--- src/rtl/pdm_pkg.sv ---
package pdm_pkg;
    localparam logic [3:0] SYS_CTRL_OFS = 4'h0;
    localparam logic [3:0] REQ_EN_OFS = 4'h4;
    localparam logic [3:0] STATUS_OFS = 4'h8;
    localparam int STANDBY_SELECT_BIT_POS = 7;
    localparam int STS_HI_POS = 6;
    localparam int STS_LO_POS = 4;
    localparam int NONMASKABLE_EDGE_SELECT_POS = 3;
    localparam int RAM_ENABLE_BIT_POS = 0;
    localparam int MODE_ERR_POS = 4;
    localparam logic [7:0] SYS_CTRL_INIT = 8'h09;
    localparam logic [7:0] SYS_CTRL_MASK = 8'hf9;
    localparam logic [2:0] REQ_EN_INIT = 3'h0;
    localparam int SETTLE_W = 18;
    localparam logic [SETTLE_W-1:0] SETTLE_BASE_STATES = 18'h02000;
    localparam int CRYSTAL_SETTLE_MS = 8;
    localparam int CLK_HZ = 40000000;
    localparam int CRYSTAL_SETTLE_CYCLES = (CLK_HZ / 1000) * CRYSTAL_SETTLE_MS;

    typedef enum logic [2:0] {
        ST_RUN = 3'b000,
        ST_SLEEP = 3'b001,
        ST_SW_STANDBY_PIN_N = 3'b010,
        ST_SETTLE = 3'b011,
        ST_HW_STANDBY_PIN_N = 3'b100,
        ST_CHIP_RST = 3'b101
    } pdm_state_e;
endpackage : pdm_pkg

--- src/rtl/settle_if.sv ---
`timescale 1ns/1ps
interface settle_if;
    logic start;
    logic [2:0] sel;
    logic done;
    modport ctrl (output start, output sel, input done);
    modport cnt (input start, input sel, output done);
endinterface : settle_if

--- src/rtl/power_down_mode_controller.sv ---
// Function
// - halt with select clear: sleep, core stops
// - sleep keeps peripherals clocked and running
// - enabled unmasked interrupt ends sleep
// - reset pin low in sleep: reset state
// - standby pin low in sleep: hardware standby
// - halt with select set: software standby
// - software standby resets all peripherals
// - wake request restarts oscillator, settle, interrupt
// - disabled or masked request keeps standby
// - reset pin ends software standby, no settling
// - settle field selects wake-up state count
// - edge select bit picks nonmaskable edge
// - software standby holds port drive states
// - standby pin low always: hardware standby
// - hardware standby floats all port pins
// - standby rise then reset rise: restart
// - select bit survives interrupt wake-up
`timescale 1ns/1ps
module power_down_mode_controller
    import pdm_pkg::*;
#(
    parameter logic [SETTLE_W-1:0] SETTLE_BASE = SETTLE_BASE_STATES
) (
    input wire logic clk_sys_in,
    input wire logic reset_n_in,
    input wire logic [3:0] avs_address_in,
    input wire logic avs_read_in,
    input wire logic avs_write_in,
    input wire logic [31:0] avs_writedata_in,
    input wire logic [3:0] avs_byteenable_in,
    output logic [31:0] avs_readdata_out,
    output logic avs_waitrequest_out,
    input wire logic halt_exec_in,
    input wire logic irq_pending_in,
    input wire logic nonmaskable_pin_in,
    input wire logic nonmaskable_masked_in,
    input wire logic [2:0] external_request_n_in,
    input wire logic [2:0] external_masked_in,
    input wire logic chip_init_pin_n_in,
    input wire logic standby_pin_n_in,
    input wire logic [1:0] operating_mode_pins_in,
    output logic core_halt_out,
    output logic core_reset_out,
    output logic clock_run_out,
    output logic periph_clk_en_out,
    output logic periph_reset_out,
    output logic port_hold_out,
    output logic port_hiz_out,
    output logic ram_enable_out,
    output logic intr_exc_out,
    output logic reset_exc_out,
    output logic [2:0] state_out
);
    pdm_state_e state_reg;
    pdm_state_e state_next;
    logic [7:0] system_control_reg;
    logic [7:0] system_control_next;
    logic [2:0] req_enable_reg;
    logic [2:0] req_enable_next;
    logic nmi_prev_reg;
    logic mode_err_reg;
    logic mode_err_next;
    logic [1:0] mode_latch_reg;
    logic wait_reg;
    logic [31:0] rdata_reg;
    logic core_halt_reg;
    logic core_reset_reg;
    logic clock_run_reg;
    logic periph_clk_reg;
    logic periph_reset_reg;
    logic port_hold_reg;
    logic port_hiz_reg;
    logic intr_exc_reg;
    logic reset_exc_reg;

    settle_if settle ();

    settle_counter #(
        .BASE_STATES(SETTLE_BASE)
    ) u_settle (
        .clk_sys_in(clk_sys_in),
        .reset_n_in(reset_n_in),
        .port(settle)
    );

    function automatic logic is_stopped(input pdm_state_e st);
        is_stopped = (st == ST_SW_STANDBY_PIN_N) || (st == ST_SETTLE) ||
            (st == ST_HW_STANDBY_PIN_N);
    endfunction : is_stopped

    // field views
    wire standby_select_bit = system_control_reg[STANDBY_SELECT_BIT_POS];
    wire [2:0] settle_time_select =
        system_control_reg[STS_HI_POS:STS_LO_POS];
    wire nonmaskable_edge_select = system_control_reg[NONMASKABLE_EDGE_SELECT_POS];
    wire ram_enable_bit = system_control_reg[RAM_ENABLE_BIT_POS];

    // wake sources
    wire nmi_rise = nonmaskable_pin_in && !nmi_prev_reg;
    wire nmi_fall = !nonmaskable_pin_in && nmi_prev_reg;
    wire nmi_edge = nonmaskable_edge_select ? nmi_rise : nmi_fall;
    wire nmi_wake = nmi_edge && !nonmaskable_masked_in;
    wire ext_wake = |(~external_request_n_in & req_enable_reg &
        ~external_masked_in);
    wire sleep_wake = irq_pending_in || nmi_wake || ext_wake;
    wire standby_pin_n_wake = nmi_wake || ext_wake;

    // bus decode
    wire bus_req = avs_read_in || avs_write_in;
    wire bus_take = bus_req && !wait_reg;
    wire wr_lane0 = bus_take && avs_write_in && avs_byteenable_in[0];
    wire wr_ctrl = wr_lane0 && (avs_address_in == SYS_CTRL_OFS);
    wire wr_en = wr_lane0 && (avs_address_in == REQ_EN_OFS);
    wire wr_stat = wr_lane0 && (avs_address_in == STATUS_OFS);
    wire [31:0] status_word = {27'h0, mode_err_reg, 1'b0, state_reg};
    wire [31:0] rdata_sel =
        (avs_address_in == SYS_CTRL_OFS) ? {24'h0, system_control_reg} :
        (avs_address_in == REQ_EN_OFS) ? {29'h0, req_enable_reg} :
        (avs_address_in == STATUS_OFS) ? status_word : 32'h0;

    // mode pins moving during hardware standby
    wire mode_moved = (state_reg == ST_HW_STANDBY_PIN_N) &&
        (operating_mode_pins_in != mode_latch_reg);

    always_comb begin
        state_next = state_reg;
        if (!standby_pin_n_in) begin
            state_next = ST_HW_STANDBY_PIN_N;
        end else begin
            case (state_reg)
                ST_RUN: begin
                    if (!chip_init_pin_n_in) begin
                        state_next = ST_CHIP_RST;
                    end else if (halt_exec_in && !standby_select_bit) begin
                        state_next = ST_SLEEP;
                    end else if (halt_exec_in) begin
                        state_next = ST_SW_STANDBY_PIN_N;
                    end
                end
                ST_SLEEP: begin
                    if (!chip_init_pin_n_in) begin
                        state_next = ST_CHIP_RST;
                    end else if (sleep_wake) begin
                        state_next = ST_RUN;
                    end
                end
                ST_SW_STANDBY_PIN_N: begin
                    if (!chip_init_pin_n_in) begin
                        state_next = ST_CHIP_RST;
                    end else if (standby_pin_n_wake) begin
                        state_next = ST_SETTLE;
                    end
                end
                ST_SETTLE: begin
                    if (!chip_init_pin_n_in) begin
                        state_next = ST_CHIP_RST;
                    end else if (settle.done) begin
                        state_next = ST_RUN;
                    end
                end
                ST_HW_STANDBY_PIN_N: begin
                    if (!chip_init_pin_n_in) begin
                        state_next = ST_CHIP_RST;
                    end
                end
                ST_CHIP_RST: begin
                    if (chip_init_pin_n_in) begin
                        state_next = ST_RUN;
                    end
                end
                default: begin
                    state_next = ST_CHIP_RST;
                end
            endcase
        end
    end

    assign settle.start = (state_reg == ST_SW_STANDBY_PIN_N) &&
        (state_next == ST_SETTLE);
    assign settle.sel = settle_time_select;

    // control register, reloaded with SYS_CTRL_INIT by chip reset and hardware standby
    always_comb begin
        system_control_next = system_control_reg;
        if (state_reg == ST_HW_STANDBY_PIN_N || state_reg == ST_CHIP_RST) begin
            system_control_next = SYS_CTRL_INIT;
        end else if (wr_ctrl) begin
            // only software writes and the SYS_CTRL_INIT reload move the select bit
            system_control_next = avs_writedata_in[7:0] &
                SYS_CTRL_MASK;
        end
    end

    assign req_enable_next = (state_reg == ST_HW_STANDBY_PIN_N ||
        state_reg == ST_CHIP_RST) ? REQ_EN_INIT :
        wr_en ? avs_writedata_in[2:0] : req_enable_reg;
    // a new mismatch wins over a clear in the same cycle
    assign mode_err_next = mode_moved ||
        (mode_err_reg && !(wr_stat && avs_writedata_in[MODE_ERR_POS]));

    always_ff @(posedge clk_sys_in or negedge reset_n_in) begin
        if (!reset_n_in) begin
            state_reg <= ST_CHIP_RST;
            system_control_reg <= SYS_CTRL_INIT;
            req_enable_reg <= REQ_EN_INIT;
            nmi_prev_reg <= 1'b0;
            mode_err_reg <= 1'b0;
            mode_latch_reg <= 2'h0;
        end else begin
            state_reg <= state_next;
            system_control_reg <= system_control_next;
            req_enable_reg <= req_enable_next;
            nmi_prev_reg <= nonmaskable_pin_in;
            mode_err_reg <= mode_err_next;
            if (state_reg != ST_HW_STANDBY_PIN_N) begin
                mode_latch_reg <= operating_mode_pins_in;
            end
        end
    end

    // one wait state, then a one-cycle answer
    always_ff @(posedge clk_sys_in or negedge reset_n_in) begin
        if (!reset_n_in) begin
            wait_reg <= 1'b1;
            rdata_reg <= 32'h0;
        end else begin
            wait_reg <= !(bus_req && wait_reg);
            rdata_reg <= (bus_req && wait_reg && avs_read_in) ?
                rdata_sel : rdata_reg;
        end
    end

    // outputs follow the next state so they line up with state_reg
    always_ff @(posedge clk_sys_in or negedge reset_n_in) begin
        if (!reset_n_in) begin
            core_halt_reg <= 1'b1;
            core_reset_reg <= 1'b1;
            clock_run_reg <= 1'b1;
            periph_clk_reg <= 1'b1;
            periph_reset_reg <= 1'b1;
            port_hold_reg <= 1'b0;
            port_hiz_reg <= 1'b0;
            intr_exc_reg <= 1'b0;
            reset_exc_reg <= 1'b0;
        end else begin
            core_halt_reg <= state_next != ST_RUN;
            core_reset_reg <= state_next == ST_CHIP_RST ||
                state_next == ST_HW_STANDBY_PIN_N;
            clock_run_reg <= !is_stopped(state_next);
            periph_clk_reg <= !is_stopped(state_next);
            periph_reset_reg <= is_stopped(state_next) ||
                state_next == ST_CHIP_RST;
            port_hold_reg <= state_next == ST_SW_STANDBY_PIN_N ||
                state_next == ST_SETTLE;
            port_hiz_reg <= state_next == ST_HW_STANDBY_PIN_N;
            intr_exc_reg <= state_next == ST_RUN &&
                (state_reg == ST_SLEEP ||
                state_reg == ST_SETTLE);
            reset_exc_reg <= state_next == ST_RUN &&
                state_reg == ST_CHIP_RST;
        end
    end

    assign avs_readdata_out = rdata_reg;
    assign avs_waitrequest_out = wait_reg;
    assign core_halt_out = core_halt_reg;
    assign core_reset_out = core_reset_reg;
    assign clock_run_out = clock_run_reg;
    assign periph_clk_en_out = periph_clk_reg;
    assign periph_reset_out = periph_reset_reg;
    assign port_hold_out = port_hold_reg;
    assign port_hiz_out = port_hiz_reg;
    assign ram_enable_out = ram_enable_bit;
    assign intr_exc_out = intr_exc_reg;
    assign reset_exc_out = reset_exc_reg;
    assign state_out = state_reg;

    sleep_entry_a: assert property (@(posedge clk_sys_in)
        disable iff (!reset_n_in)
        state_reg == ST_RUN && halt_exec_in && !standby_select_bit &&
        standby_pin_n_in && chip_init_pin_n_in
        |=> state_reg == ST_SLEEP && core_halt_out)
        else $error("halt did not enter sleep");

    sleep_periph_a: assert property (@(posedge clk_sys_in)
        disable iff (!reset_n_in)
        state_reg == ST_SLEEP |-> periph_clk_en_out && !periph_reset_out &&
        clock_run_out)
        else $error("peripherals stopped in sleep");

    sleep_wake_a: assert property (@(posedge clk_sys_in)
        disable iff (!reset_n_in)
        state_reg == ST_SLEEP && sleep_wake && standby_pin_n_in &&
        chip_init_pin_n_in |=> intr_exc_out ##1 !intr_exc_out)
        else $error("sleep wake without one interrupt pulse");

    reset_pin_a: assert property (@(posedge clk_sys_in)
        disable iff (!reset_n_in)
        (state_reg == ST_SLEEP || state_reg == ST_SW_STANDBY_PIN_N) &&
        !chip_init_pin_n_in && standby_pin_n_in
        |=> state_reg == ST_CHIP_RST && clock_run_out)
        else $error("reset pin did not reach reset state");

    hw_entry_a: assert property (@(posedge clk_sys_in)
        disable iff (!reset_n_in)
        !standby_pin_n_in |=> state_reg == ST_HW_STANDBY_PIN_N && port_hiz_out &&
        periph_reset_out && !clock_run_out)
        else $error("standby pin did not enter hardware standby");

    sw_entry_a: assert property (@(posedge clk_sys_in)
        disable iff (!reset_n_in)
        state_reg == ST_RUN && halt_exec_in && standby_select_bit &&
        standby_pin_n_in && chip_init_pin_n_in
        |=> periph_reset_out && port_hold_out && !clock_run_out)
        else $error("software standby entry wrong");

    standby_pin_n_stay_a: assert property (@(posedge clk_sys_in)
        disable iff (!reset_n_in)
        state_reg == ST_SW_STANDBY_PIN_N && !nmi_wake && !ext_wake &&
        standby_pin_n_in && chip_init_pin_n_in |=> state_reg == ST_SW_STANDBY_PIN_N)
        else $error("left standby without a wake request");

    select_keep_a: assert property (@(posedge clk_sys_in)
        disable iff (!reset_n_in)
        state_reg == ST_SETTLE && state_next == ST_RUN
        |=> standby_select_bit && $stable(system_control_reg))
        else $error("select bit lost on wake-up");

    edge_sel_a: assert property (@(posedge clk_sys_in)
        disable iff (!reset_n_in)
        state_reg == ST_SW_STANDBY_PIN_N && !nonmaskable_masked_in && !ext_wake &&
        standby_pin_n_in && chip_init_pin_n_in &&
        $past(nonmaskable_pin_in) == nonmaskable_edge_select &&
        nonmaskable_pin_in == nonmaskable_edge_select
        |=> state_reg == ST_SW_STANDBY_PIN_N)
        else $error("standby left without the selected edge");
endmodule : power_down_mode_controller

--- src/rtl/settle_counter.sv ---
`timescale 1ns/1ps
module settle_counter
    import pdm_pkg::*;
#(
    parameter logic [SETTLE_W-1:0] BASE_STATES = SETTLE_BASE_STATES
) (
    input wire logic clk_sys_in,
    input wire logic reset_n_in,
    settle_if.cnt port
);
    logic [SETTLE_W-1:0] count_reg;
    logic [SETTLE_W-1:0] count_next;
    logic done_reg;
    logic [SETTLE_W-1:0] load_value;

    // 10x and the illegal 11x both give the longest wait
    function automatic logic [SETTLE_W-1:0] settle_states(
        input logic [2:0] sel
    );
        if (sel[2]) begin
            settle_states = BASE_STATES << 4;
        end else begin
            settle_states = BASE_STATES << sel[1:0];
        end
    endfunction : settle_states

    assign load_value = settle_states(port.sel);
    assign count_next = port.start ? load_value :
        (count_reg != '0) ? count_reg - 1'b1 : count_reg;
    assign port.done = done_reg;

    always_ff @(posedge clk_sys_in or negedge reset_n_in) begin
        if (!reset_n_in) begin
            count_reg <= '0;
            done_reg <= 1'b0;
        end else begin
            count_reg <= count_next;
            done_reg <= !port.start && (count_reg == 18'h00001);
        end
    end

    settle_done_a: assert property (@(posedge clk_sys_in)
        disable iff (!reset_n_in)
        port.done |-> $past(count_reg) == 18'h00001)
        else $error("settle done without full count");
endmodule : settle_counter

--- config.mk ---
export PLATFORM = sky130hd
export DESIGN_NAME = power_down_mode_controller
export DESIGN_NICKNAME = d
export VERILOG_FILES = /design/src/rtl/pdm_pkg.sv /design/src/rtl/settle_if.sv /design/src/rtl/power_down_mode_controller.sv /design/src/rtl/settle_counter.sv
export SDC_FILE = /design/constraint.sdc
export NUM_CORES = 1
export LEC_CHECK = 0
export BUFFER_PORTS_ARGS = -buffer_cell sky130_fd_sc_hd__buf_2
export CORE_MARGIN = 5
export CORE_UTILIZATION = 49
export DETAILED_ROUTE_END_ITERATION = 12
export PLACE_DENSITY = 0.77
export SLEW_MARGIN = 20
export SYNTH_ARGS = -nofsm -noshare
export SYNTH_HDL_FRONTEND = slang
export SYNTH_SLANG_ARGS = --single-unit
--- constraint.sdc ---
create_clock -name clk_sys_in -period 2.67 [get_ports clk_sys_in]
set_input_delay 0.267 -clock clk_sys_in [delete_from_list [all_inputs] [get_ports clk_sys_in]]
set_output_delay 0.267 -clock clk_sys_in [all_outputs]
set_load 0.05 [all_outputs]
Yosys cells after proc, flatten, opt, wreduce, memory -nomap -nowiden:

Cells that the tools add are included.

* output and inout bits: 46
* bits of input ports: 58
* register bits after elaboration: 78

* multiplexer cells: 24
* shift-type cells: 1
* reductions and logical operators: 48
* bitwise logic cells: 4
* $add $sub $neg: 1
* equality and inequality tests: 14

Operators with widths (count)
* 18-bit 2-to-1 mux: 3
* 3-bit 2-to-1 mux: 14
* 8-bit 2-to-1 mux: 3
* 1-bit logical AND: 19
* 18-bit by 1-bit == test with 1-bit output (second input constant): 1
* 3-bit one-hot mux with 6 select lines: 1
* 18-bit nonzero test: 1
* 14-bit by 2-bit << shifter with 18-bit output (first input constant): 1
* 18-bit by 1-bit subtractor with 18-bit output (second input constant): 1
* 3-bit by 2-bit == test with 1-bit output (second input constant): 4
* 3-bit == test (second input constant): 4
* 1-bit logical OR: 11
* 5-bit 2-to-1 mux: 2
* 1-bit logical NOT: 9
* 3-bit AND: 2
* 3-bit logical NOT: 2
* 3-bit NOT: 2
* 2-bit nonzero test: 3
* 4-bit by 3-bit == test with 1-bit output (second input constant): 1
* 4-bit == test (second input constant): 1
* 4-bit logical NOT: 1
* 3-bit by 1-bit == test with 1-bit output (second input constant): 1
* 3-bit inequality test (second input constant): 1
* 3-bit nonzero test: 1
* 3 further kinds: 3

Longest topological paths before layout:

Gate-level depths: netlist of the first run.

* word-level depth: 14
* gate-level depth with buffers: 7
* depth with buffers taken out: 7

Modules after synthesis:

From an unflattened synthesis of the first run, not the netlist that was laid out.

* cells, all modules: 295
* area total of the unflattened synthesis: 2949.1 sq um

Modules (own cells, without submodules)
* power_down_mode_controller: area an instance 1740.4 sq um, instances 1, cells an instance 167
* settle_counter: area an instance 1208.7 sq um, instances 1, cells an instance 128

Worst setup path after synthesis of the first run:

Ideal clock, no wire load.

* path kind: register -> register
* from: reg state_reg[0], in the netlist state_out[0]
* to: reg u_settle.count_reg[13]
* arrival time: 2.172 ns
* path buffers: 1
* setup slack: 0.373 ns
* required time: 2.545 ns
* setup time: 0.125 ns
* stages on the path, launching flop included: 7
* cells stage by stage: dfstp_2 > buf_2 > nand2_1 > o211ai_1 > a31oi_1 > a311oi_4 > mux2_2

* cells in the longest elaborated chain, start to end: 8

RTL lines
* start: declaration: RTL line power_down_mode_controller.sv:55 `pdm_state_e state_reg;`
* start signal: assignment: RTL line power_down_mode_controller.sv:211 `state_reg <= state_next;`
* 3-bit 2-to-1 mux: RTL line power_down_mode_controller.sv:137 `end else if (halt_exec_in) begin`
* 3-bit 2-to-1 mux: RTL line power_down_mode_controller.sv:135 `end else if (halt_exec_in && !standby_select_bit) begin`
* 3-bit 2-to-1 mux: RTL line power_down_mode_controller.sv:133 `if (!chip_init_pin_n_in) begin`
* 3-bit one-hot mux with 6 select lines: RTL line power_down_mode_controller.sv:131 `case (state_reg)`
* 3-bit 2-to-1 mux: RTL line power_down_mode_controller.sv:128 `if (!standby_pin_n_in) begin`
* 3-bit by 2-bit == test with 1-bit output: RTL line power_down_mode_controller.sv:180 `(state_next == ST_SETTLE);`
* 1-bit logical AND (*): RTL line power_down_mode_controller.sv:179 `assign settle.start = (state_reg == ST_SW_STANDBY_PIN_N) &&`
* 18-bit 2-to-1 mux or 2-bit nonzero test (tied branches)
* end signal: assignment: RTL line settle_counter.sv:37 `count_reg <= count_next;`
* end: declaration: RTL line settle_counter.sv:11 `logic [SETTLE_W-1:0] count_reg;`

Every way passes the cells marked *; elsewhere a longest branch is shown, timed or not.
A chain may end at the register's enable or synchronous reset.

Worst setup path after layout of the first run:

Same ends and word-level chain as after synthesis.

==> results by group, run 1 <==
CTS
  • Cts hold-fix bufs: 0
  • CTS buffer count: 5
  • Worst skew pair latency: 0.30 ns
  • Longest Clk Path Bufs: 2
  • CTS tree: built
  • CTS resizes: 0
  • CTS root buffer: clkbuf_8
  • H-Tree Level Count: 2
  • Clock-pin slew on the worst setup and hold paths: 0.09 ns
  • # clock sinks: 52
  • Setup bufs post-CTS: 0

Setup path
  • Total stage count of the critical path: 5
  • R2r setup slk: 0.50 ns
  • CP Class: register to register
  • Worst EP required: 2.86 ns
  • CP max-delay cell: dfstp_2
  • CP top delay family: compound AO/OA/AOI/OAI gates
  • Worst EP arrival: 2.37 ns
  • Critical Path Sink Type: register
  • Worst Path Max Fanout: 10
  • CP Cell Sequence: nand2_1 > o211ai_1 > a31oi_1 > a311oi_4 > mux2_2
  • Worst path bufs/invs: 0
  • Reg2reg end: u_settle.count_reg[13]
  • Worst path max stage delay: 0.63 ns
  • R2r worst-path depth: 5
  • CP Launch Type: register
  • Reg-to-reg critical path startpoint: state_out[0]

Power
  • Combinational Power Share: 0.235
  • Sequential group share of total power: 0.537
  • Sw frac: 0.342
  • Clk network pwr share: 0.227
  • Sw power: 627 uW
  • Internal: 1.21 mW
  • Power Density: 594 nW/um^2
  • Max VDD drop: 367 uV
  • Leakage power: 1.36 nW

Layout
  • Antenna diodes: 0
  • Most frequent cells in the layout: 52 x buf_2, 43 x dfrtp_1, 35 x nor2_1
  • Final nets: 394
  • Layout cells sized above 1: 0.251
  • Fill cells: 498
  • Commonest non-fill, non-tap cell in the layout: buf_2
  • Final cell count without fillers: 406
  • Final Cell Area: 3090 sq um
  • P&R area growth vs syn: 11.9%
  • Max reg flops: 18
  • Multi-input gate area: 1290 sq um
  • Storage element area: 1310 sq um

Timing
  • Worst Max-Slew Pin Slew: 0.669 ns
  • Fin. max-slew vios: 0
  • Hold slack: -0.00470 ns
  • Final setup viols: 0
  • Clock skew: 0.00448 ns
  • RSZ-0062 raised after global routing: no
  • Final hold violation count: 4
  • Final TNS setup: 0 ns
  • Slew HR: 0.554
  • Period minus WS final: 2.17 ns
  • Tcrit/Tclk final: 0.814
  • Max Clock Freq: 460 MHz

Synthesis
  • Ys flop type: dfrtp_1
  • Synth async-reset ratio: 1.00
  • Yosys reg bits: 52
  • Yosys warns: 0
  • Top cell type's share of synthesized area: 0.390
  • Synth area leader: dfrtp_1
  • Cells after synthesis: 280
  • Register area share after synthesis: 0.476
  • Post-synth EDFFs: 0
  • Cell Area, Synth: 2760 sq um
  • Synth cell types: 51
  • Largest cells by area after synthesis: dfrtp_1 39%, dfstp_2 8.6%, buf_4 6.8%
  • Mean post-synth cell area: 9.86 sq um

Floorplanning
  • Die ar.: 7230 sq um
  • Die W: 85.1 um
  • I/O pins: 104
  • Die extent in y: 85.1 um
  • Initial core utilization: 0.501
  • Cell Rows: 27
  • Core area: 5510 sq um

Hold path
  • Hold crit path type: input port to asynchronous set/reset pin

Run
  • Max Cap Viol: 0

Place
  • HPWL after detailed placement: 4370 um
  • Placed Area: 3010 sq um
  • Buffers on Ports: 52
  • Inst Count DP: 399
  • GP Congestion: 0.871

Global routing
  • First-pass GRT wire length: 9770 um
  • Vias in the first global route: 2176
  • Remaining Overflow, GRT: 0
  • GR Util All Layers: 0.165
  • Initial antenna violation count: 0
  • Largest net degree at the start of global routing: 32

Route
  • Iteration count of the initial detailed-routing pass: 4
  • Via count: 2122
  • Routed WL: 5640 um
  • DR vias/cell: 5.23
  • Iteration-0 DRC Markers: 111
  • Final ANT Viol Nets: 0
  • # DRC: 0
  • Avg WL per Cell: 13.9 um

Status
  • Violated checks: hold timing
  • Status: complete, but fails checks
==> stage by stage <==
stage                util  power, mW  hold WS [ns]  worst slack, ns
floorplan               -       1.34       -0.0286            0.373
finish              0.561       1.83      -0.00470            0.496
global placement    0.547       1.41         0.339            0.573
detailed placement  0.547       1.43         0.347            0.515
global route        0.561       1.95        0.0531            0.374
CTS                 0.561       1.85        0.0184            0.491
==> worst reg2reg max path, delay by kind of cell, from the launching register on <==
family / cells / cell delay (ns)
flip-flops: 1 / 0.63
multiplexers: 1 / 0.39
AO/OA/AOI/OAI: 3 / 0.99
AND/OR/NAND/NOR: 1 / 0.07
==> layer usage <==
layer | global-route usage | part of all wire | vias to the layer above | wire (um)
met4 | 0.0547 | 0.013 | 0 | 74
met3 | 0.0350 | 0.059 | 9 | 335
met5 | 0 | 0 | - | 0
li1 | - | - | 1033 | -
met2 | 0.279 | 0.50 | 76 | 2810
met1 | 0.211 | 0.43 | 1004 | 2420
==> power by group through the flow <==
| stage | logic, mW | registers, mW | clock network (mW) |
|---|---|---|---|
| floorplan | 0.325 | 1.01 | 0 |
| global placement | 0.421 | 0.991 | 0 |
| detailed placement | 0.434 | 1.00 | 0 |
| CTS | 0.435 | 0.984 | 0.431 |
| global route | 0.477 | 1.00 | 0.468 |
| finish | 0.432 | 0.985 | 0.417 |
==> area by class of cell <==
type	count	share of cell area
Tap cell	72	0.0292
Clock inverter	1	0.00162
Clock buffer	6	0.0235
Inverter	5	0.00608
Sequential cell	52	0.425
Multi-Input combinational cell	213	0.418
Timing Repair Buffer	57	0.0964
==> cell usage after synthesis (3+ instances only) <==
cell type	number
nor3_1	7
dfstp_2	9
o21ai_0	10
xor2_1	7
and2_1	4
buf_4	25
dfrtp_1	43
inv_1	5
nor2_1	35
nand3_1	11
nor4_1	3
xnor2_1	3
nor2b_1	4
a21oi_1	10
nand2_1	29
a22o_1	6
a31oi_1	3
clkbuf_1	3
mux2_2	5
mux2i_1	15
nand3b_1	3
buf_2	3
nand4_1	4
==> logic make-up after synthesis <==
kind of cell | after synthesis | share of synthesized area
buffers and inverters | 38 | 0.0875
xor gates and xnor gates | 10 | 0.0317
AOI/OAI and AO/OA | 43 | 0.108
DFF | 52 | 0.476
and+or+nand+nor | 113 | 0.208
muxes | 21 | 0.0789
other | 1 | 0.00136
adders and majority gates | 2 | 0.00906
==> worst max-delay path by stage <==
stage                           from  slack [ns]                     end
6_report                state_out[0]        0.50  u_settle.count_reg[13]
5_1_grt        u_settle.count_reg[0]        0.37  u_settle.count_reg[13]
4_1_cts                 state_out[0]        0.49  u_settle.count_reg[17]
3_5_place_dp            state_out[0]        0.52  u_settle.count_reg[13]
3_3_place_gp            state_out[0]        0.57  u_settle.count_reg[17]
2_1_floorplan           state_out[0]        0.37  u_settle.count_reg[13]
No activity file was read; power rests on OpenSTA's default activity.
==> run 2: changes to the inputs <==
--- a/config.mk
+++ b/config.mk
@@ -5,11 +5,12 @@
 export SDC_FILE = /design/constraint.sdc
 export NUM_CORES = 1
 export LEC_CHECK = 0
+export ABC_AREA = 1
 export BUFFER_PORTS_ARGS = -buffer_cell sky130_fd_sc_hd__buf_2
 export CORE_MARGIN = 5
-export CORE_UTILIZATION = 49
+export CORE_UTILIZATION = 45
 export DETAILED_ROUTE_END_ITERATION = 12
-export PLACE_DENSITY = 0.77
+export PLACE_DENSITY = 0.73
 export SLEW_MARGIN = 20
 export SYNTH_ARGS = -nofsm -noshare
 export SYNTH_HDL_FRONTEND = slang
==> constraint.sdc (replaced) <==
create_clock -name clk_sys_in -period 1.99 [get_ports clk_sys_in]
set_input_delay 0.199 -clock clk_sys_in [delete_from_list [all_inputs] [get_ports clk_sys_in]]
set_output_delay 0.199 -clock clk_sys_in [all_outputs]
set_load 0.05 [all_outputs]
==> results by group, run 2 <==
Layout
  • Antenna diodes: 0 (unchanged)
  • Fin util: 0.533 (-0.0277)
  • P&R area growth vs syn: 15.3%
  • Most frequent cells in the layout: 86 x nand2_1, 62 x inv_1, 52 x buf_2
  • Final nets: 505 (+28%)
  • Fill cells: 630 (+27%)
  • Max reg flops: 18 (unchanged)
  • Layout cells sized above 1: 0.195 (-0.0564)
  • Commonest non-fill, non-tap cell in the layout: nand2_1

Route
  • Avg WL per Cell: 11.9 um (-14%)
  • Via count: 2520 (+19%)
  • # DRC: 0 (unchanged)
  • Routed WL: 6230 um (+10%)
  • Iteration-0 DRC Markers: 116 (+4.5%)
  • DR vias/cell: 4.82 (-7.8%)
  • Iteration count of the initial detailed-routing pass: 4 (unchanged)
  • Final ANT Viol Nets: 0 (unchanged)

CTS
  • CTS tree: built
  • # clock sinks: 52 (unchanged)
  • CTS root buffer: clkbuf_8
  • Clock-pin slew on the worst setup and hold paths: 0.10 ns (about the same)
  • Setup bufs post-CTS: 0 (unchanged)
  • Worst skew pair latency: 0.31 ns (about the same)
  • Longest Clk Path Bufs: 2 (unchanged)
  • CTS buffer count: 5 (unchanged)
  • H-Tree Level Count: 2 (unchanged)

Setup path
  • CP Launch Point: u_settle.count_reg[0]
  • R2r worst-path depth: 9 (+4)
  • Worst EP required: 2.20 ns (-0.66 ns)
  • Worst Path Max Fanout: 5 (-5)
  • Worst EP arrival: 2.00 ns (-0.37 ns)
  • CP Class: register to register
  • Critical path endpoint: u_settle.count_reg[0]
  • Reg2reg end: u_settle.count_reg[0]
  • Critical Path Sink Type: register
  • CP Launch Type: register
  • Reg-to-reg critical path startpoint: u_settle.count_reg[0]
  • R2r setup slk: 0.21 ns (-0.29 ns)

Synthesis
  • Largest cells by area after synthesis: dfrtp_1 37%, nand2_1 11%, dfstp_2 8.1%
  • Cell Area, Synth: 2920 sq um (+5.8%)
  • Mean post-synth cell area: 7.64 sq um (-22%)
  • Count leader, synth: nand2_1
  • Ys flop type: dfrtp_1
  • Register area share after synthesis: 0.450 (-0.0259)
  • Top cell type's share of synthesized area: 0.369 (-0.0212)
  • Synth cell types: 30 (-41%)
  • Post-synth EDFFs: 0 (unchanged)
  • Post-synth top cells: 86 x nand2_1, 62 x inv_1, 43 x dfrtp_1
  • Synth async-reset ratio: 1.00 (unchanged)
  • Yosys reg bits: 52 (unchanged)
  • Cells after synthesis: 382 (+36%)
  • Yosys warns: 0 (unchanged)
  • Synth area leader: dfrtp_1

Timing
  • Clock skew: 0.0186 ns (+0.0141 ns)
  • Period minus WS final: 1.78 ns (-0.392 ns)
  • Setup slack after layout: 0.208 ns (-0.288 ns)
  • RSZ-0062 raised after global routing: no
  • Final TNS setup: 0 ns (unchanged)
  • Fin. max-slew vios: 0 (unchanged)
  • Final setup viols: 0 (unchanged)
  • Max Clock Freq: 561 MHz (+22%)
  • Final hold violation count: 0 (-4)
  • Tcrit/Tclk final: 0.896 (+0.0814)

Floorplanning
  • Die ar.: 8200 sq um (+13%)
  • Die extent in y: 90.5 um (+6.4%)
  • Core area: 6310 sq um (+15%)
  • I/O pins: 104 (unchanged)
  • Die W: 90.5 um (+6.4%)
  • Cell Rows: 29 (+7.4%)
  • Initial core utilization: 0.462 (-0.0389)

Global routing
  • First-pass GRT wire length: 10900 um (+11%)
  • Remaining Overflow, GRT: 0 (unchanged)
  • Largest net degree at the start of global routing: 33 (+3.1%)
  • GR Util All Layers: 0.156 (-0.00912)
  • Vias in the first global route: 2541 (+17%)
  • Initial antenna violation count: 0 (unchanged)

Run
  • Max Cap Viol: 0 (unchanged)

Power
  • Leakage power: 1.85 nW (+36%)
  • Max VDD drop: 413 uV (+13%)
  • Total Power: 3.03 mW (+65%)
  • Power Density: 900 nW/um^2 (+52%)

Place
  • HPWL after detailed placement: 4900 um (+12%)
  • Pre-CTS setup slack: 0.254 ns (-0.261 ns)
  • GP Congestion: 0.853 (-2.1%)
  • Buffers on Ports: 52 (unchanged)

Status
  • Status: finished, final reports clean

Hold path
  • Hold crit path type: input port to register
-- run 2: worst min-delay path by stage --
stage / startpoint / endpoint / depth (start not counted)
finish: nonmaskable_pin_in / nmi_prev_reg / 1
global placement: reset_n_in / avs_readdata_out[6] / 1
CTS: nonmaskable_pin_in / nmi_prev_reg / 1
detailed placement: reset_n_in / avs_readdata_out[5] / 1
floorplan: reset_n_in / avs_readdata_out[0] / 0
global route: nonmaskable_pin_in / nmi_prev_reg / 1
-- run 2: cell type report --
| type | instances | area [sq um] | share of cell area |
|---|---|---|---|
| clock inverters | 2 | 60.1 | 0.0178 |
| repair buffers | 60 | 335 | 0.0996 |
| inverters | 64 | 243 | 0.0721 |
| flip-flops and latches | 52 | 1310 | 0.390 |
| multi-input cells | 262 | 1250 | 0.370 |
| clock buffers | 6 | 72.6 | 0.0216 |
| well taps | 77 | 96.3 | 0.0286 |
-- run 2: routing by layer --
layer  GRT usage  routed length, um  vias up
met5           0                  0        -
met1       0.180               2640     1158
met3      0.0300                344        9
li1            -                  -     1276
met4      0.0484                 88        0
met2       0.288               3160       77
-- run 2: cells by family (layout without fill, tap and decap cells) --
family / count (synthesis) / in the layout / share of synthesized area
buffers and inverters: 91 / 132 / 0.153
xor gates and xnor gates: 9 / 9 / 0.0270
AOI/OAI and AO/OA: 35 / 35 / 0.0652
and+or+nand+nor: 192 / 192 / 0.296
other: 1 / 24 / 0.00128
adders and majority gates: 2 / 2 / 0.00857
DFF: 52 / 52 / 0.450
-- run 2: stage by stage --
stage	hold slack (ns)	cells	cell area, sq um
final	0.0255	523	3370
after global routing	0.0140	523	3370
after CTS	0.0190	523	3370
after detailed placement	0.201	514	3220
after global placement	0.198	514	3220
after floorplan	-0.0966	405	3010
-- run 2: critical path: stages (launching register included) --
cell,delay [ns]
dfrtp_1,0.43
inv_1,0.09
ha_1,0.21
nand2_1,0.13
inv_1,0.11
nand4_1,0.13
nor2_1,0.19
buf_4,0.17
nor2_1,0.04
nor3_1,0.19
-- run 2: timing repair --
action,in CTS,in global routing
resized for setup,0,0
hold buffers,1,0
endpoints found under the hold margin,17,0
setup endpoints to repair,0,0
-- run 2: power by group --
| part | leakage (nW) | total [mW] | switching, mW | internal [mW] |
|---|---|---|---|---|
| Combinational | 1.14 | 0.824 | 0.552 | 0.272 |
| Clock | 0.0654 | 0.854 | 0.351 | 0.503 |
| Sequential | 0.642 | 1.35 | 0.135 | 1.22 |
| Total | 1.85 | 3.03 | 1.04 | 1.99 |
==> run 3: changes to the inputs <==
--- a/config.mk
+++ b/config.mk
@@ -7,10 +7,13 @@
 export LEC_CHECK = 0
 export ABC_AREA = 1
 export BUFFER_PORTS_ARGS = -buffer_cell sky130_fd_sc_hd__buf_2
+export CELL_PAD_IN_SITES_DETAIL_PLACEMENT = 2
+export CELL_PAD_IN_SITES_GLOBAL_PLACEMENT = 2
 export CORE_MARGIN = 5
-export CORE_UTILIZATION = 45
+export CORE_UTILIZATION = 24
 export DETAILED_ROUTE_END_ITERATION = 12
-export PLACE_DENSITY = 0.73
+export GPL_TIMING_DRIVEN = 0
+export PLACE_DENSITY = 0.72
 export SLEW_MARGIN = 20
 export SYNTH_ARGS = -nofsm -noshare
 export SYNTH_HDL_FRONTEND = slang
==> results by group, run 3 (synthesis results as in run 2) <==
Status
  • Status: finished, final reports clean

Place
  • Inst Count DP: 604 (+18%)
  • HPWL after detailed placement: 6860 um (+40%)
  • Pre-CTS setup slack: -0.220 ns (-0.474 ns)
  • GP Congestion: 0.740 (-13%)
  • Buffers on Ports: 52 (unchanged)

CTS
  • # clock sinks: 52 (unchanged)
  • CTS root buffer: clkbuf_16
  • Clock-pin slew on the worst setup and hold paths: 0.07 ns (-0.03 ns)
  • CTS buffer count: 5 (unchanged)
  • Worst skew pair latency: 0.30 ns (about the same)
  • CTS tree: built
  • H-Tree Level Count: 2 (unchanged)
  • Longest Clk Path Bufs: 2 (unchanged)

Timing
  • Fin. max-slew vios: 0 (unchanged)
  • Worst Max-Slew Pin Slew: 0.724 ns
  • Setup slack after layout: 0.166 ns (-0.0419 ns)
  • Final hold violation count: 0 (unchanged)
  • Tcrit/Tclk final: 0.917 (+0.0211)
  • Final TNS setup: 0 ns (unchanged)
  • Period minus WS final: 1.82 ns (+0.0419 ns)
  • Clock skew: 0.00985 ns (-0.00871 ns)
  • Slew HR: 0.517
  • Final setup viols: 0 (unchanged)
  • Hold slack: 0.0298 ns (+0.00431 ns)
  • Max Clock Freq: 548 MHz (-2.3%)

Setup path
  • Worst path max stage delay: 0.60 ns (+0.17 ns)
  • Worst path bufs/invs: 3 (unchanged)
  • CP max-delay cell: dfstp_2
  • Worst Path Max Fanout: 10 (+5)
  • CP Cell Sequence: inv_1 > nand3_2 > nor2_1 > a21oi_1 > nand3_2 > nand2_4 > buf_6 > nand4_1 > inv_1
  • Worst EP arrival: 2.07 ns (+0.07 ns)
  • CP Launch Type: register
  • CP top delay family: simple AND/OR/NAND/NOR gates
  • CP Class: register to register
  • Worst EP required: 2.24 ns (+0.04 ns)
  • Critical Path Sink Type: register

Layout
  • Antenna diodes: 0 (unchanged)
  • Layout cells sized above 1: 0.241 (+0.0464)
  • Most frequent cells in the layout: 86 x nand2_1, 61 x inv_1, 51 x buf_2
  • Fin util: 0.308 (-0.225)
  • Final cell count without fillers: 615 (+18%)
  • Commonest non-fill, non-tap cell in the layout: nand2_1
  • Max reg flops: 18 (unchanged)
  • P&R area growth vs syn: 26.4%
  • Final nets: 527 (+4.4%)

Hold path
  • Hold crit path type: input port to register

Floorplanning
  • Die ar.: 14500 sq um (+76%)
  • I/O pins: 104 (unchanged)
  • Die extent in y: 120 um (+33%)
  • Initial core utilization: 0.244 (-0.218)
  • Cell Rows: 40 (+38%)
  • Core area: 12000 sq um (+89%)
  • Die W: 120 um (+33%)

Power
  • Sw frac: 0.341 (-0.00136)
  • Sw power: 1.16 mW (+12%)
  • Combinational Power Share: 0.265 (-0.007)
  • Internal: 2.25 mW (+13%)
  • Sequential group share of total power: 0.399 (-0.047)
  • Clk network pwr share: 0.336 (+0.054)
  • Max VDD drop: 374 uV (-9.4%)
  • Leakage power: 2.00 nW (+8.0%)
  • Power Density: 925 nW/um^2 (+2.7%)

Route
  • DR vias/cell: 4.36 (-9.4%)
  • Avg WL per Cell: 14.3 um (+20%)
  • # DRC: 0 (unchanged)
  • Final ANT Viol Nets: 0 (unchanged)
  • Via count: 2684 (+6.5%)
  • Routed WL: 8790 um (+41%)
  • Iteration-0 DRC Markers: 77 (-34%)
  • Iteration count of the initial detailed-routing pass: 4 (unchanged)

Run
  • Max Cap Viol: 0 (unchanged)

Global routing
  • Vias in the first global route: 3106 (+22%)
  • Initial antenna violation count: 0 (unchanged)
  • GR Util All Layers: 0.130 (-0.0259)
  • First-pass GRT wire length: 15200 um (+40%)
  • Remaining Overflow, GRT: 0 (unchanged)
  • Largest net degree at the start of global routing: 53 (+61%)
[run 3: changes by cell type in the layout (fill, tap and decap cells not counted), sizes merged]
cell and change:
buf +21, clkbuf +1
[run 3: metrics by stage]
step           total power, mW  cell area [sq um]
3_3_place_gp              2.23               3450
5_1_grt                   3.66               3690
3_5_place_dp              2.29               3450
4_1_cts                   3.47               3670
6_report                  3.41               3690
2_1_floorplan             2.03               3010
[run 3: worst register-to-register path: stages (launching register included)]
cell and delay (ns):
dfstp_2 0.60, inv_1 0.16, nand3_2 0.10, nor2_1 0.05
a21oi_1 0.15, nand3_2 0.18, nand2_4 0.18, buf_6 0.18
nand4_1 0.10, inv_1 0.07
[run 3: final cells by class]
cell class	instances	area [sq um]
fill	1402	8270
sequential	52	1310
multi-input combinational	262	1270
timing repair buffer	55	288
inverter	64	243
buffer	27	203
tap	147	184
clock buffer	6	129
clock inverter	2	60.1
[run 3: metal layers]
| metal | vias up | track usage | wire, um |
|---|---|---|---|
| li1 | 1320 | - | - |
| met1 | 1312 | 0.151 | 3710 |
| met2 | 47 | 0.238 | 4650 |
| met3 | 5 | 0.0346 | 330 |
| met4 | 0 | 0.0326 | 95 |
| met5 | - | 0 | 0 |
[run 3: power by group through the flow]
stage | Combinational (mW) | Sequential [mW] | Clock (mW)
2_1_floorplan | 0.631 | 1.40 | 0
3_3_place_gp | 0.860 | 1.37 | 0
3_5_place_dp | 0.906 | 1.38 | 0
4_1_cts | 0.914 | 1.37 | 1.19
5_1_grt | 1.04 | 1.39 | 1.23
6_report | 0.904 | 1.36 | 1.15
[run 3: worst paths after layout]
| kind | end | depth (start not counted) | start | slack [ns] |
|---|---|---|---|---|
| max | u_settle.count_reg[5] | 9 | state_out[2] | 0.17 |
| min | nmi_prev_reg | 1 | nonmaskable_pin_in | 0.03 |
| max reg2reg | u_settle.count_reg[5] | 9 | state_out[2] | 0.17 |
| min reg2reg | avs_waitrequest_out | 1 | avs_waitrequest_out | 0.48 |
| max in group asynchronous | state_out[1] | 2 | reset_n_in | 0.97 |
| min in group asynchronous | u_settle.count_reg[8] | 2 | reset_n_in | 0.48 |
[run 3: timing repair]
item	CTS	global route
hold buffers	1	0
pin swaps	0	2
resized for setup	3	4
hold endpoints to repair	43	0
endpoints found under the setup margin	15	15
buffers inserted	0	2
